File: src/design/capture_pkg.sv
// Purpose: constants and types for the capture trigger qualifier
// Assumes: single 50 MHz clock, synchronous active-low reset
// Notes: run-time fields arrive as plain ports
//
// Functional notes
// - With state-machine qualification, nothing is stored until begin-storing runs.
// - End-storing pauses buffer writes; acquisition stays active.
// - Begin and end in one cycle store exactly one sample.
// - With discontinuity marking on, flag samples stored right after a pause.
// - Run-time bypass disables qualification and stores every cycle.
// - Qualification mode is a build parameter; only bypass changes at run time.
// - After start, sample continuously until the trigger condition holds.
// - Each trigger signal takes ignore, low, high, fall, rise or either edge.
// - Bus triggers compare to a pattern with don't-care bit positions.
// - Conjunctive trigger stops capture when all enabled signals match together.
// - Nested groups evaluate bottom-up, leaves first, parents from children.
// - A forced group value overrides its members' values.
// - Parent groups reduce by AND, OR, NAND, NOR, XOR, XNOR, true or false.
// - Bottom-level groups support only AND and OR.
// - Structure depends only on hierarchy, not sibling arrangement.
// - Condition values load at run time; new signals need a rebuild.
// - Under start/stop qualification, extra starts are ignored until stop.
package capture_pkg;
	localparam int CLOCK_HZ = 50000000;
	localparam logic [2:0] PAT_IGNORE = 3'h0;
	localparam logic [2:0] PAT_LOW = 3'h1;
	localparam logic [2:0] PAT_HIGH = 3'h2;
	localparam logic [2:0] PAT_FALL = 3'h3;
	localparam logic [2:0] PAT_RISE = 3'h4;
	localparam logic [2:0] PAT_EITHER = 3'h5;
	localparam logic [2:0] RED_AND = 3'h0;
	localparam logic [2:0] RED_OR = 3'h1;
	localparam logic [2:0] RED_NAND = 3'h2;
	localparam logic [2:0] RED_NOR = 3'h3;
	localparam logic [2:0] RED_XOR = 3'h4;
	localparam logic [2:0] RED_XNOR = 3'h5;
	localparam logic [2:0] RED_TRUE = 3'h6;
	localparam logic [2:0] RED_FALSE = 3'h7;
	localparam logic [1:0] QUAL_CONTINUOUS = 2'h0;
	localparam logic [1:0] QUAL_START_STOP = 2'h1;
	localparam logic [1:0] QUAL_STATE = 2'h2;
	typedef enum logic [1:0] {
		ST_IDLE = 2'h0,
		ST_RUN = 2'h1,
		ST_DONE = 2'h2
	} acq_state_e;
	typedef struct packed {
		logic [2:0] reduce;
		logic force_en;
		logic force_val;
	} group_cfg_s;
	localparam int SAMPLE_W = 16;
	typedef struct packed {
		logic gap;
		logic trig;
		logic [SAMPLE_W-1:0] data;
	} sample_s;
endpackage

File: src/design/capture_qualifier.sv
// Purpose: capture unit with storage qualification and basic trigger
// Assumes: monitored inputs synchronous to clock
// Notes: two levels of groups; leaves grouped by a fixed map
`timescale 1ns/1ps
`default_nettype none
module capture_qualifier #(
	parameter int N_SIG = 8,
	parameter int BUS_W = 8,
	parameter int N_LEAF_GRP = 4,
	parameter logic [1:0] QUAL_MODE = capture_pkg::QUAL_STATE
) (
	input wire logic clock,
	input wire logic rst_b,
	input wire logic [capture_pkg::SAMPLE_W-1:0] probe_data,
	input wire logic [N_SIG-1:0] trig_sig,
	input wire logic [BUS_W-1:0] trig_bus,
	input wire logic acq_start,
	input wire logic acq_abort,
	input wire logic qual_bypass,
	input wire logic record_gaps,
	input wire logic use_groups,
	input wire logic [3*N_SIG-1:0] sig_pattern,
	input wire logic [N_SIG-1:0] sig_enable,
	input wire logic [BUS_W-1:0] bus_value,
	input wire logic [BUS_W-1:0] bus_care,
	input wire logic bus_enable,
	input wire logic [N_LEAF_GRP-1:0] leaf_is_or,
	input wire logic [N_LEAF_GRP-1:0] leaf_force_en,
	input wire logic [N_LEAF_GRP-1:0] leaf_force_val,
	input wire capture_pkg::group_cfg_s top_cfg,
	input wire logic start_store,
	input wire logic stop_store,
	input wire logic start_cond,
	input wire logic stop_cond,
	output logic sample_valid,
	input wire logic sample_ready,
	output capture_pkg::sample_s sample_out,
	output logic acq_active,
	output logic triggered,
	output logic store_active
);
	// ----------------------------------------------------------------
	// Trigger evaluation
	// ----------------------------------------------------------------
	capture_pkg::acq_state_e state;
	logic [N_SIG-1:0] prev_sig;
	logic [N_SIG-1:0] sig_match;
	logic bus_match;
	logic [N_LEAF_GRP-1:0] leaf_val;
	logic top_red;
	logic top_val;
	logic trig_hit;
	logic running;
	logic buf_ready;
	assign running = (state == capture_pkg::ST_RUN);
	// No reset: the first edge after reset compares against live data, so no false edge appears
	always_ff @(posedge clock) begin
		prev_sig <= trig_sig;
	end
	always_comb begin
		for (int i = 0; i < N_SIG; i++) begin
			case (sig_pattern[3*i +: 3])
				capture_pkg::PAT_IGNORE: sig_match[i] = 1'b1;
				capture_pkg::PAT_LOW: sig_match[i] = !trig_sig[i];
				capture_pkg::PAT_HIGH: sig_match[i] = trig_sig[i];
				capture_pkg::PAT_FALL: sig_match[i] = prev_sig[i] && !trig_sig[i];
				capture_pkg::PAT_RISE: sig_match[i] = !prev_sig[i] && trig_sig[i];
				capture_pkg::PAT_EITHER: sig_match[i] = prev_sig[i] ^ trig_sig[i];
				default: sig_match[i] = 1'b1;
			endcase
			if (!sig_enable[i]) begin
				sig_match[i] = 1'b1;
			end
		end
	end
	// Cleared care bits drop out of the compare
	assign bus_match = !bus_enable || (((trig_bus ^ bus_value) & bus_care) == '0);
	// Leaf groups: signal i belongs to group i mod N_LEAF_GRP; the map is fixed so only hierarchy shapes logic
	always_comb begin
		for (int g = 0; g < N_LEAF_GRP; g++) begin
			logic a;
			logic o;
			a = 1'b1;
			o = 1'b0;
			for (int i = 0; i < N_SIG; i++) begin
				if ((i % N_LEAF_GRP) == g && sig_enable[i]) begin
					a = a & sig_match[i];
					o = o | sig_match[i];
				end
			end
			leaf_val[g] = leaf_is_or[g] ? o : a;
			if (leaf_force_en[g]) begin
				leaf_val[g] = leaf_force_val[g];
			end
		end
	end
	always_comb begin
		case (top_cfg.reduce)
			capture_pkg::RED_AND: top_red = &leaf_val;
			capture_pkg::RED_OR: top_red = |leaf_val;
			capture_pkg::RED_NAND: top_red = ~&leaf_val;
			capture_pkg::RED_NOR: top_red = ~|leaf_val;
			capture_pkg::RED_XOR: top_red = ^leaf_val;
			capture_pkg::RED_XNOR: top_red = ~^leaf_val;
			capture_pkg::RED_TRUE: top_red = 1'b1;
			capture_pkg::RED_FALSE: top_red = 1'b0;
			default: top_red = 1'b0;
		endcase
		top_val = top_cfg.force_en ? top_cfg.force_val : top_red;
	end
	// All conditions are ports, so a new pattern needs no rebuild
	assign trig_hit = use_groups ? top_val : ((&sig_match) && bus_match);
	// ----------------------------------------------------------------
	// Acquisition control
	// ----------------------------------------------------------------
	always_ff @(posedge clock) begin
		if (!rst_b) begin
			state <= capture_pkg::ST_IDLE;
		end else begin
			case (state)
				capture_pkg::ST_IDLE: begin
					if (acq_start) begin
						state <= capture_pkg::ST_RUN;
					end
				end
				capture_pkg::ST_RUN: begin
					if (acq_abort || (trig_hit && buf_ready)) begin
						state <= capture_pkg::ST_DONE;
					end
				end
				capture_pkg::ST_DONE: begin
					if (acq_start) begin
						state <= capture_pkg::ST_RUN;
					end
				end
				default: state <= capture_pkg::ST_IDLE;
			endcase
		end
	end
	// ----------------------------------------------------------------
	// Storage qualification
	// ----------------------------------------------------------------
	logic storing;
	logic store_now;
	logic paused;
	logic begin_cmd;
	logic end_cmd;
	// Build-time mode picks which commands drive the qualifier
	assign begin_cmd = (QUAL_MODE == capture_pkg::QUAL_STATE) ? start_store : start_cond;
	assign end_cmd = (QUAL_MODE == capture_pkg::QUAL_STATE) ? stop_store : stop_cond;
	always_comb begin
		if (qual_bypass || QUAL_MODE == capture_pkg::QUAL_CONTINUOUS) begin
			store_now = running;
		end else if (storing) begin
			store_now = running;
		end else begin
			store_now = running && begin_cmd;
		end
	end
	always_ff @(posedge clock) begin
		if (!rst_b) begin
			storing <= 1'b0;
		end else if (!running) begin
			storing <= 1'b0;
		end else if (storing) begin
			if (end_cmd) begin
				storing <= 1'b0;
			end
		end else if (begin_cmd && !end_cmd) begin
			storing <= 1'b1;
		end
	end
	// A skipped cycle marks the next stored sample as following a gap
	always_ff @(posedge clock) begin
		if (!rst_b) begin
			paused <= 1'b0;
		end else if (!running) begin
			paused <= 1'b0;
		end else if (store_now && buf_ready) begin
			paused <= 1'b0;
		end else begin
			paused <= 1'b1;
		end
	end
	capture_pkg::sample_s next_sample;
	always_comb begin
		next_sample.data = probe_data;
		next_sample.trig = trig_hit;
		next_sample.gap = record_gaps && paused;
	end
	// Samples refused by a full buffer are dropped but flagged as a gap
	skid_buffer #(
		.WIDTH($bits(capture_pkg::sample_s)),
		.DEPTH(2)
	) u_buf (
		.clock(clock),
		.rst_b(rst_b),
		.in_valid(store_now),
		.in_ready(buf_ready),
		.in_data(next_sample),
		.out_valid(sample_valid),
		.out_ready(sample_ready),
		.out_data(sample_out)
	);
	assign acq_active = running;
	assign triggered = (state == capture_pkg::ST_DONE);
	assign store_active = storing;
	// ----------------------------------------------------------------
	// Checks
	// ----------------------------------------------------------------
	property p_no_store_before_begin;
		@(posedge clock) disable iff (!rst_b)
		(QUAL_MODE == capture_pkg::QUAL_STATE && !qual_bypass && running && !storing && !start_store) |-> !store_now;
	endproperty
	a_no_store_before_begin: assert property (p_no_store_before_begin) else $error("store before begin");
	property p_end_pauses;
		@(posedge clock) disable iff (!rst_b)
		(QUAL_MODE != capture_pkg::QUAL_CONTINUOUS && storing && end_cmd && running && !acq_abort && !trig_hit
			&& !qual_bypass && !begin_cmd) ##1 (!qual_bypass && !begin_cmd) |-> !store_now && running;
	endproperty
	a_end_pauses: assert property (p_end_pauses) else $error("end did not pause");
	property p_single_sample;
		@(posedge clock) disable iff (!rst_b)
		(QUAL_MODE != capture_pkg::QUAL_CONTINUOUS && !storing && running && begin_cmd && end_cmd && !qual_bypass
			&& !trig_hit && !acq_abort) ##1 (!begin_cmd && !qual_bypass) |-> !store_now && $past(store_now);
	endproperty
	a_single_sample: assert property (p_single_sample) else $error("not one sample");
	property p_gap_flag;
		@(posedge clock) disable iff (!rst_b)
		(running && record_gaps && !(store_now && buf_ready) && !acq_abort && !(trig_hit && buf_ready))
			|=> next_sample.gap == record_gaps;
	endproperty
	a_gap_flag: assert property (p_gap_flag) else $error("gap not flagged");
	property p_bypass;
		@(posedge clock) disable iff (!rst_b)
		(qual_bypass && running) |-> store_now;
	endproperty
	a_bypass: assert property (p_bypass) else $error("bypass not storing");
	property p_stop_on_trigger;
		@(posedge clock) disable iff (!rst_b)
		(running && trig_hit && buf_ready) |=> triggered && !acq_active;
	endproperty
	a_stop_on_trigger: assert property (p_stop_on_trigger) else $error("no stop on trigger");
	property p_keep_running;
		@(posedge clock) disable iff (!rst_b)
		(running && !trig_hit && !acq_abort) |=> running;
	endproperty
	a_keep_running: assert property (p_keep_running) else $error("stopped early");
	property p_rise_edge;
		@(posedge clock) disable iff (!rst_b)
		(sig_pattern[2:0] == capture_pkg::PAT_RISE && sig_enable[0] && !$past(trig_sig[0]) && trig_sig[0]) |-> sig_match[0];
	endproperty
	a_rise_edge: assert property (p_rise_edge) else $error("rise missed");
	property p_force;
		@(posedge clock) disable iff (!rst_b)
		(use_groups && top_cfg.force_en) |-> trig_hit == top_cfg.force_val;
	endproperty
	a_force: assert property (p_force) else $error("force ignored");
	property p_store_on_begin;
		@(posedge clock) disable iff (!rst_b)
		(running && begin_cmd && !storing) |-> store_now;
	endproperty
	a_store_on_begin: assert property (p_store_on_begin) else $error("begin did not store");
	property p_hold_storing;
		@(posedge clock) disable iff (!rst_b)
		(running && storing && !end_cmd) |=> storing;
	endproperty
	a_hold_storing: assert property (p_hold_storing) else $error("storing dropped without end");
	property p_triggered_holds;
		@(posedge clock) disable iff (!rst_b)
		(triggered && !acq_start) |=> triggered && !store_now;
	endproperty
	a_triggered_holds: assert property (p_triggered_holds) else $error("capture not held");
	property p_ignore;
		@(posedge clock) disable iff (!rst_b)
		(!sig_enable[0] || sig_pattern[2:0] == capture_pkg::PAT_IGNORE) |-> sig_match[0];
	endproperty
	a_ignore: assert property (p_ignore) else $error("ignored signal blocks match");
	property p_low_level;
		@(posedge clock) disable iff (!rst_b)
		(sig_enable[0] && sig_pattern[2:0] == capture_pkg::PAT_LOW) |-> sig_match[0] == !trig_sig[0];
	endproperty
	a_low_level: assert property (p_low_level) else $error("low level wrong");
	property p_fall_edge;
		@(posedge clock) disable iff (!rst_b)
		(sig_enable[0] && sig_pattern[2:0] == capture_pkg::PAT_FALL)
			|-> sig_match[0] == ($past(trig_sig[0]) && !trig_sig[0]);
	endproperty
	a_fall_edge: assert property (p_fall_edge) else $error("fall wrong");
	property p_either_no_edge;
		@(posedge clock) disable iff (!rst_b)
		(sig_enable[0] && sig_pattern[2:0] == capture_pkg::PAT_EITHER && trig_sig[0] == $past(trig_sig[0]))
			|-> !sig_match[0];
	endproperty
	a_either_no_edge: assert property (p_either_no_edge) else $error("edge seen without change");
	property p_bus_care;
		@(posedge clock) disable iff (!rst_b)
		(!use_groups && bus_enable && trig_hit) |-> ((trig_bus & bus_care) == (bus_value & bus_care));
	endproperty
	a_bus_care: assert property (p_bus_care) else $error("bus cared bits differ");
	property p_bus_dont_care;
		@(posedge clock) disable iff (!rst_b)
		(bus_care == '0) |-> bus_match;
	endproperty
	a_bus_dont_care: assert property (p_bus_dont_care) else $error("dont care bits compared");
	property p_basic_and;
		@(posedge clock) disable iff (!rst_b)
		(!use_groups && trig_hit) |-> (&sig_match);
	endproperty
	a_basic_and: assert property (p_basic_and) else $error("basic trigger without all matches");
	property p_leaf_and;
		@(posedge clock) disable iff (!rst_b)
		(!leaf_is_or[0] && !leaf_force_en[0] && sig_enable[0] && !sig_match[0]) |-> !leaf_val[0];
	endproperty
	a_leaf_and: assert property (p_leaf_and) else $error("and group set");
	property p_leaf_or;
		@(posedge clock) disable iff (!rst_b)
		(leaf_is_or[0] && !leaf_force_en[0] && sig_enable[0] && sig_match[0]) |-> leaf_val[0];
	endproperty
	a_leaf_or: assert property (p_leaf_or) else $error("or group clear");
	property p_leaf_force;
		@(posedge clock) disable iff (!rst_b)
		leaf_force_en[0] |-> (leaf_val[0] == leaf_force_val[0]);
	endproperty
	a_leaf_force: assert property (p_leaf_force) else $error("leaf force ignored");
	property p_top_and;
		@(posedge clock) disable iff (!rst_b)
		(use_groups && !top_cfg.force_en && top_cfg.reduce == capture_pkg::RED_AND && trig_hit)
			|-> (&leaf_val);
	endproperty
	a_top_and: assert property (p_top_and) else $error("top and wrong");
	property p_top_nor;
		@(posedge clock) disable iff (!rst_b)
		(use_groups && !top_cfg.force_en && top_cfg.reduce == capture_pkg::RED_NOR && trig_hit)
			|-> (leaf_val == '0);
	endproperty
	a_top_nor: assert property (p_top_nor) else $error("top nor wrong");
	property p_top_true;
		@(posedge clock) disable iff (!rst_b)
		(use_groups && !top_cfg.force_en && top_cfg.reduce == capture_pkg::RED_TRUE) |-> trig_hit;
	endproperty
	a_top_true: assert property (p_top_true) else $error("top true wrong");
	c_trigger: cover property (@(posedge clock) disable iff (!rst_b) running ##1 triggered);
	c_gap: cover property (@(posedge clock) disable iff (!rst_b) sample_valid && sample_out.gap);
	c_full: cover property (@(posedge clock) disable iff (!rst_b) running && !buf_ready);
	c_single: cover property (@(posedge clock) disable iff (!rst_b) running && !storing && start_store && stop_store);
	c_group: cover property (@(posedge clock) disable iff (!rst_b) running && use_groups && !top_cfg.force_en && trig_hit);
endmodule // capture_qualifier
`default_nettype wire

File: src/design/skid_buffer.sv
// Purpose: two-entry buffer with valid/ready on both sides
// Assumes: one clock, synchronous active-low reset
// Notes: full accepts nothing; a stalled drain fills it
`timescale 1ns/1ps
`default_nettype none
module skid_buffer #(
	parameter int WIDTH = 18,
	parameter int DEPTH = 2
) (
	input wire logic clock,
	input wire logic rst_b,
	input wire logic in_valid,
	output logic in_ready,
	input wire logic [WIDTH-1:0] in_data,
	output logic out_valid,
	input wire logic out_ready,
	output logic [WIDTH-1:0] out_data
);
	logic [WIDTH-1:0] mem [DEPTH];
	logic [$clog2(DEPTH):0] count;
	logic [$clog2(DEPTH)-1:0] rd;
	logic [$clog2(DEPTH)-1:0] wr;
	logic push;
	logic pop;
	assign in_ready = (count != ($clog2(DEPTH)+1)'(DEPTH));
	assign out_valid = (count != '0);
	assign out_data = mem[rd];
	assign push = in_valid && in_ready;
	assign pop = out_valid && out_ready;
	always_ff @(posedge clock) begin
		if (!rst_b) begin
			count <= '0;
			rd <= '0;
			wr <= '0;
		end else begin
			if (push) begin
				wr <= ($clog2(DEPTH))'((wr + 1'b1) % DEPTH);
			end
			if (pop) begin
				rd <= ($clog2(DEPTH))'((rd + 1'b1) % DEPTH);
			end
			if (push && !pop) begin
				count <= count + 1'b1;
			end else if (pop && !push) begin
				count <= count - 1'b1;
			end
		end
	end
	always_ff @(posedge clock) begin
		if (push) begin
			mem[wr] <= in_data;
		end
	end
endmodule // skid_buffer
`default_nettype wire

File: config.mk
export PLATFORM = sky130hd
export DESIGN_NAME = capture_qualifier
export DESIGN_NICKNAME = d
export VERILOG_FILES = /design/src/design/capture_pkg.sv /design/src/design/capture_qualifier.sv /design/src/design/skid_buffer.sv
export SDC_FILE = /design/constraint.sdc
export NUM_CORES = 1
export LEC_CHECK = 0
export ABC_AREA = 0
export BUFFER_PORTS_ARGS = -buffer_cell sky130_fd_sc_hd__buf_2
export CORE_AREA = 10 10 106 108
export CTS_CLUSTER_DIAMETER = 80
export CTS_CLUSTER_SIZE = 12
export DETAILED_ROUTE_END_ITERATION = 10
export DIE_AREA = 0 0 116 118
export PLACE_DENSITY = 0.72
export SLEW_MARGIN = 0
export SYNTH_ARGS = -nofsm -noshare
export SYNTH_HDL_FRONTEND = slang
export SYNTH_HIERARCHICAL = 1
export SYNTH_SLANG_ARGS = --single-unit
export TNS_END_PERCENT = 50
File: constraint.sdc
create_clock -name clock -period 8.7 [get_ports clock]
set_input_delay 0.435 -clock clock [delete_from_list [all_inputs] [get_ports clock]]
set_output_delay 0.435 -clock clock [all_outputs]
set_load 0.01 [all_outputs]
==> results.json <==
{
  "status": "finished clean",
  "holdBufCountCts": 0,
  "fillers": 869,
  "cts_root_buf": "clkbuf_8",
  "dp_hpwl_um": 6828,
  "drt_pre_antenna_iters": 4,
  "rows": 35,
  "crit_family": "compound AO/OA/AOI/OAI gates",
  "synth-edff-count": 36,
  "slew_violations": 0,
  "wl_per_cell_um": 15.23,
  "min_to": "prev_sig[5]$_DFF_P_",
  "yosysMostFrequentCell": "edfxtp_1",
  "cts_tree": "yes",
  "crit_slowest_cell": "a2111oi_4",
  "htreeDepth": 2,
  "fin_worst_skew_ps": 8.647,
  "min_period_ps": 3394,
  "crit_type": "in2reg",
  "drtAntennaViolNets": 0,
  "routed_via_density": 4.912,
  "first_global_vias": 2731,
  "synth.area.top_cells": "edfxtp_1, dfxtp_1, ha_1",
  "gr-total-overflow": 0,
  "worst_r2r_endpoint": "state[0]$_SDFFE_PN0P_",
  "synth_largest_area_cell": "edfxtp_1",
  "start_kind": "input pin",
  "maxCapViolCount": 0,
  "rr_startpoint": "prev_sig[7]$_DFF_P_",
  "path_common_cell": "nor2_1",
  "fmax_mhz": 294.6,
  "cts_buffers": 5,
  "final-hold-violation-count": 0,
  "hold_path_class": "in2reg",
  "design_area_um2": 4028,
  "vdd_drop_max_v": 0.00007688,
  "setup_viol": 0,
  "leakage_nw": 1.850,
  "dpl-instance-area_um2": 3930,
  "clk_pin_slew_worst_paths_ps": 110,
  "cp.required_ps": 8900,
  "final_layout_size_suffix_gt1_frac": 0.4014,
  "arrival_ps": 3590,
  "clk_path_buf_depth": 2,
  "multi_input_area_um2": 1597,
  "ys_types": 56,
  "cpPeakStageDelay_ps": 350,
  "die_h_um": 118,
  "grt_pass1_wl_um": 12670,
  "cts_resized": 0,
  "crit_fanout": 5,
  "crit_path_end_kind": "flip-flop",
  "drc": 0,
  "setup_tns_ps": 0,
  "start_util": 0.3467,
  "die_w_um": 116,
  "clock_sinks": 53,
  "die_area_um2": 13690,
  "powerDensity_nw_per_um2": 167.3,
  "min-delay-start": "trig_sig[5]",
  "synth_warnings": 6,
  "reg2reg_slack_ps": 5360,
  "synth_ff_type": "edfxtp_1",
  "synth_fp_nets": 417,
  "min_path_cells": 1,
  "via_count": 2618,
  "antenna_found_initial": 1,
  "synth.avg_cell_area_um2": 11.04,
  "r2r.worst_path.cells": 15,
  "syn_area_um2": 3158,
  "numPlacedInstances": 524,
  "wl_um": 8117,
  "tightest_slew_ps": 843.5,
  "ys_async_sr_fraction": 0,
  "synth_top_area_share": 0.3423,
  "worst-path-buf-inv": 1,
  "slew_headroom": 0.4377,
  "drtIter0Drc": 85,
  "clock_latency_ps": 300,
  "netlist_top_cells_count": "edfxtp_1, inv_1, ha_1",
  "portBuffers": 129,
  "ys_ff_latch": 53,
  "place.gp.congestion": 0.7579,
  "nNetsFinal": 551,
  "seq_area_um2": 1421,
  "rsz0062_at_grt": "no",
  "area_growth_pct": 27.54,
  "ys_seq_area_frac": 0.4501,
  "grt_usage": 0.1124,
  "cts_setup_buffers": 0,
  "core_area_um2": 9109,
  "pin_count": 132,
  "grt_max_degree": 19,
  "finalNonFillerCells": 533,
  "syn-instance-count": 286,
  "crit_chain": "buf_2 -> mux2_4 -> a2111oi_4 -> a21oi_2 -> nor2_1 -> nor2_1 -> a221oi_1 -> a21oi_1 -> ha_1 -> xor2_1 -> a211o_1 -> a311o_1 -> o21ai_0 -> a31oi_2 -> nor2b_1 -> o32ai_2",
  "timing.final.crit_share": 0.3902
}
-- state kept, by name, indices dropped and copies added (netlist names), named ones only --
| name | flops |
|---|---|
| paused | 1 |
| store_active | 1 |
| u_buf/mem | 36 |
| state | 2 |
| u_buf/rd | 1 |
| u_buf/count | 2 |
| prev_sig | 8 |
| u_buf/wr | 1 |
-- kinds of logic after synthesis --
group,count (synthesis),share of synthesized area
compound gates,64,0.1632
xor+xnor,12,0.03328
fa+ha+maj,21,0.08320
buf+inv,36,0.04437
flops,53,0.4501
mux,32,0.1117
simple gates,68,0.1141
-- how the worst max path moves through the flow --
stage | from | to | slack (ps) | cells past startpoint
4_1_cts | prev_sig[7]$_DFF_P_ | state[0]$_SDFFE_PN0P_ | 5260 | 15
3_5_place_dp | trig_sig[4] | state[0]$_SDFFE_PN0P_ | 4930 | 16
2_1_floorplan | trig_sig[4] | state[0]$_SDFFE_PN0P_ | 5370 | 15
6_report | trig_sig[4] | state[0]$_SDFFE_PN0P_ | 5310 | 16
5_1_grt | trig_sig[4] | state[0]$_SDFFE_PN0P_ | 5020 | 16
3_3_place_gp | trig_sig[4] | state[0]$_SDFFE_PN0P_ | 4980 | 16
-- power by group --
part,internal (W),total [W],switching (W)
combinational,0.000112,0.000212,0.0000999
sequential,0.000293,0.000316,0.0000235
clock,0.0000587,0.000146,0.0000871
-- worst register-to-register path: cells and delay by family (launching register included) --
kind | cells | cell delay, ps
compound gates | 6 | 1170
xor+xnor | 1 | 160
mux | 2 | 310
simple gates | 3 | 760
flops | 1 | 350
fa+ha+maj | 2 | 440
buf+inv | 1 | 50
-- through the flow --
step | utilization | total power (W) | setup slack [ps] | hold slack [ps]
2_1_floorplan | - | 0.0004531 | 5367 | 417.5
3_3_place_gp | 0.4315 | 0.0005307 | 4978 | 430.5
3_5_place_dp | 0.4315 | 0.0005368 | 4933 | 451.7
4_1_cts | 0.4419 | 0.0006865 | 5256 | 257.2
5_1_grt | 0.4419 | 0.0007179 | 5022 | 262.3
6_report | 0.4422 | 0.0006740 | 5306 | 272.3
-- routing by layer --
| layer | global-route usage | vias up | wire [um] |
|---|---|---|---|
| met3 | 0.05148 | 2 | 910 |
| met2 | 0.1946 | 98 | 3937 |
| met1 | 0.1233 | 1210 | 3235 |
| met4 | 0.01878 | 0 | 33 |
| li1 | - | 1308 | - |
| met5 | 0 | - | 0 |
-- cells in the final DEF, fill, tap and decap left out, types with 2 or more instances in the layout --
cell type	instances
and2_1	8
mux2_2	19
o221ai_1	2
a21oi_2	2
nand2_1	20
nor2b_1	6
nor3_1	3
ha_1	21
xor2_1	10
or3_1	2
a22oi_1	5
o22ai_1	2
clkinvlp_4	2
nand3b_1	3
mux2i_1	9
inv_1	34
a221oi_1	2
o21ai_0	7
nor2_1	13
a21oi_1	11
a2111oi_4	2
clkbuf_8	5
a211o_1	3
edfxtp_1	36
o21ai_1	5
mux2_1	3
a211oi_1	2
nand3_1	6
a21o_1	3
dfxtp_1	17
xnor2_1	2
buf_2	129
nand2b_1	2
-- area by class of cell --
cell class | instances | share of cell area
Clock buffer | 5 | 0.01709
Clock inverter | 3 | 0.006524
Timing Repair Buffer | 129 | 0.1603
Sequential cell | 53 | 0.3529
Tap cell | 111 | 0.03448
Inverter | 34 | 0.03169
Antenna cell | 1 | 0.0006213
Multi-Input combinational cell | 197 | 0.3964
Power figures use the tool's default switching activity.
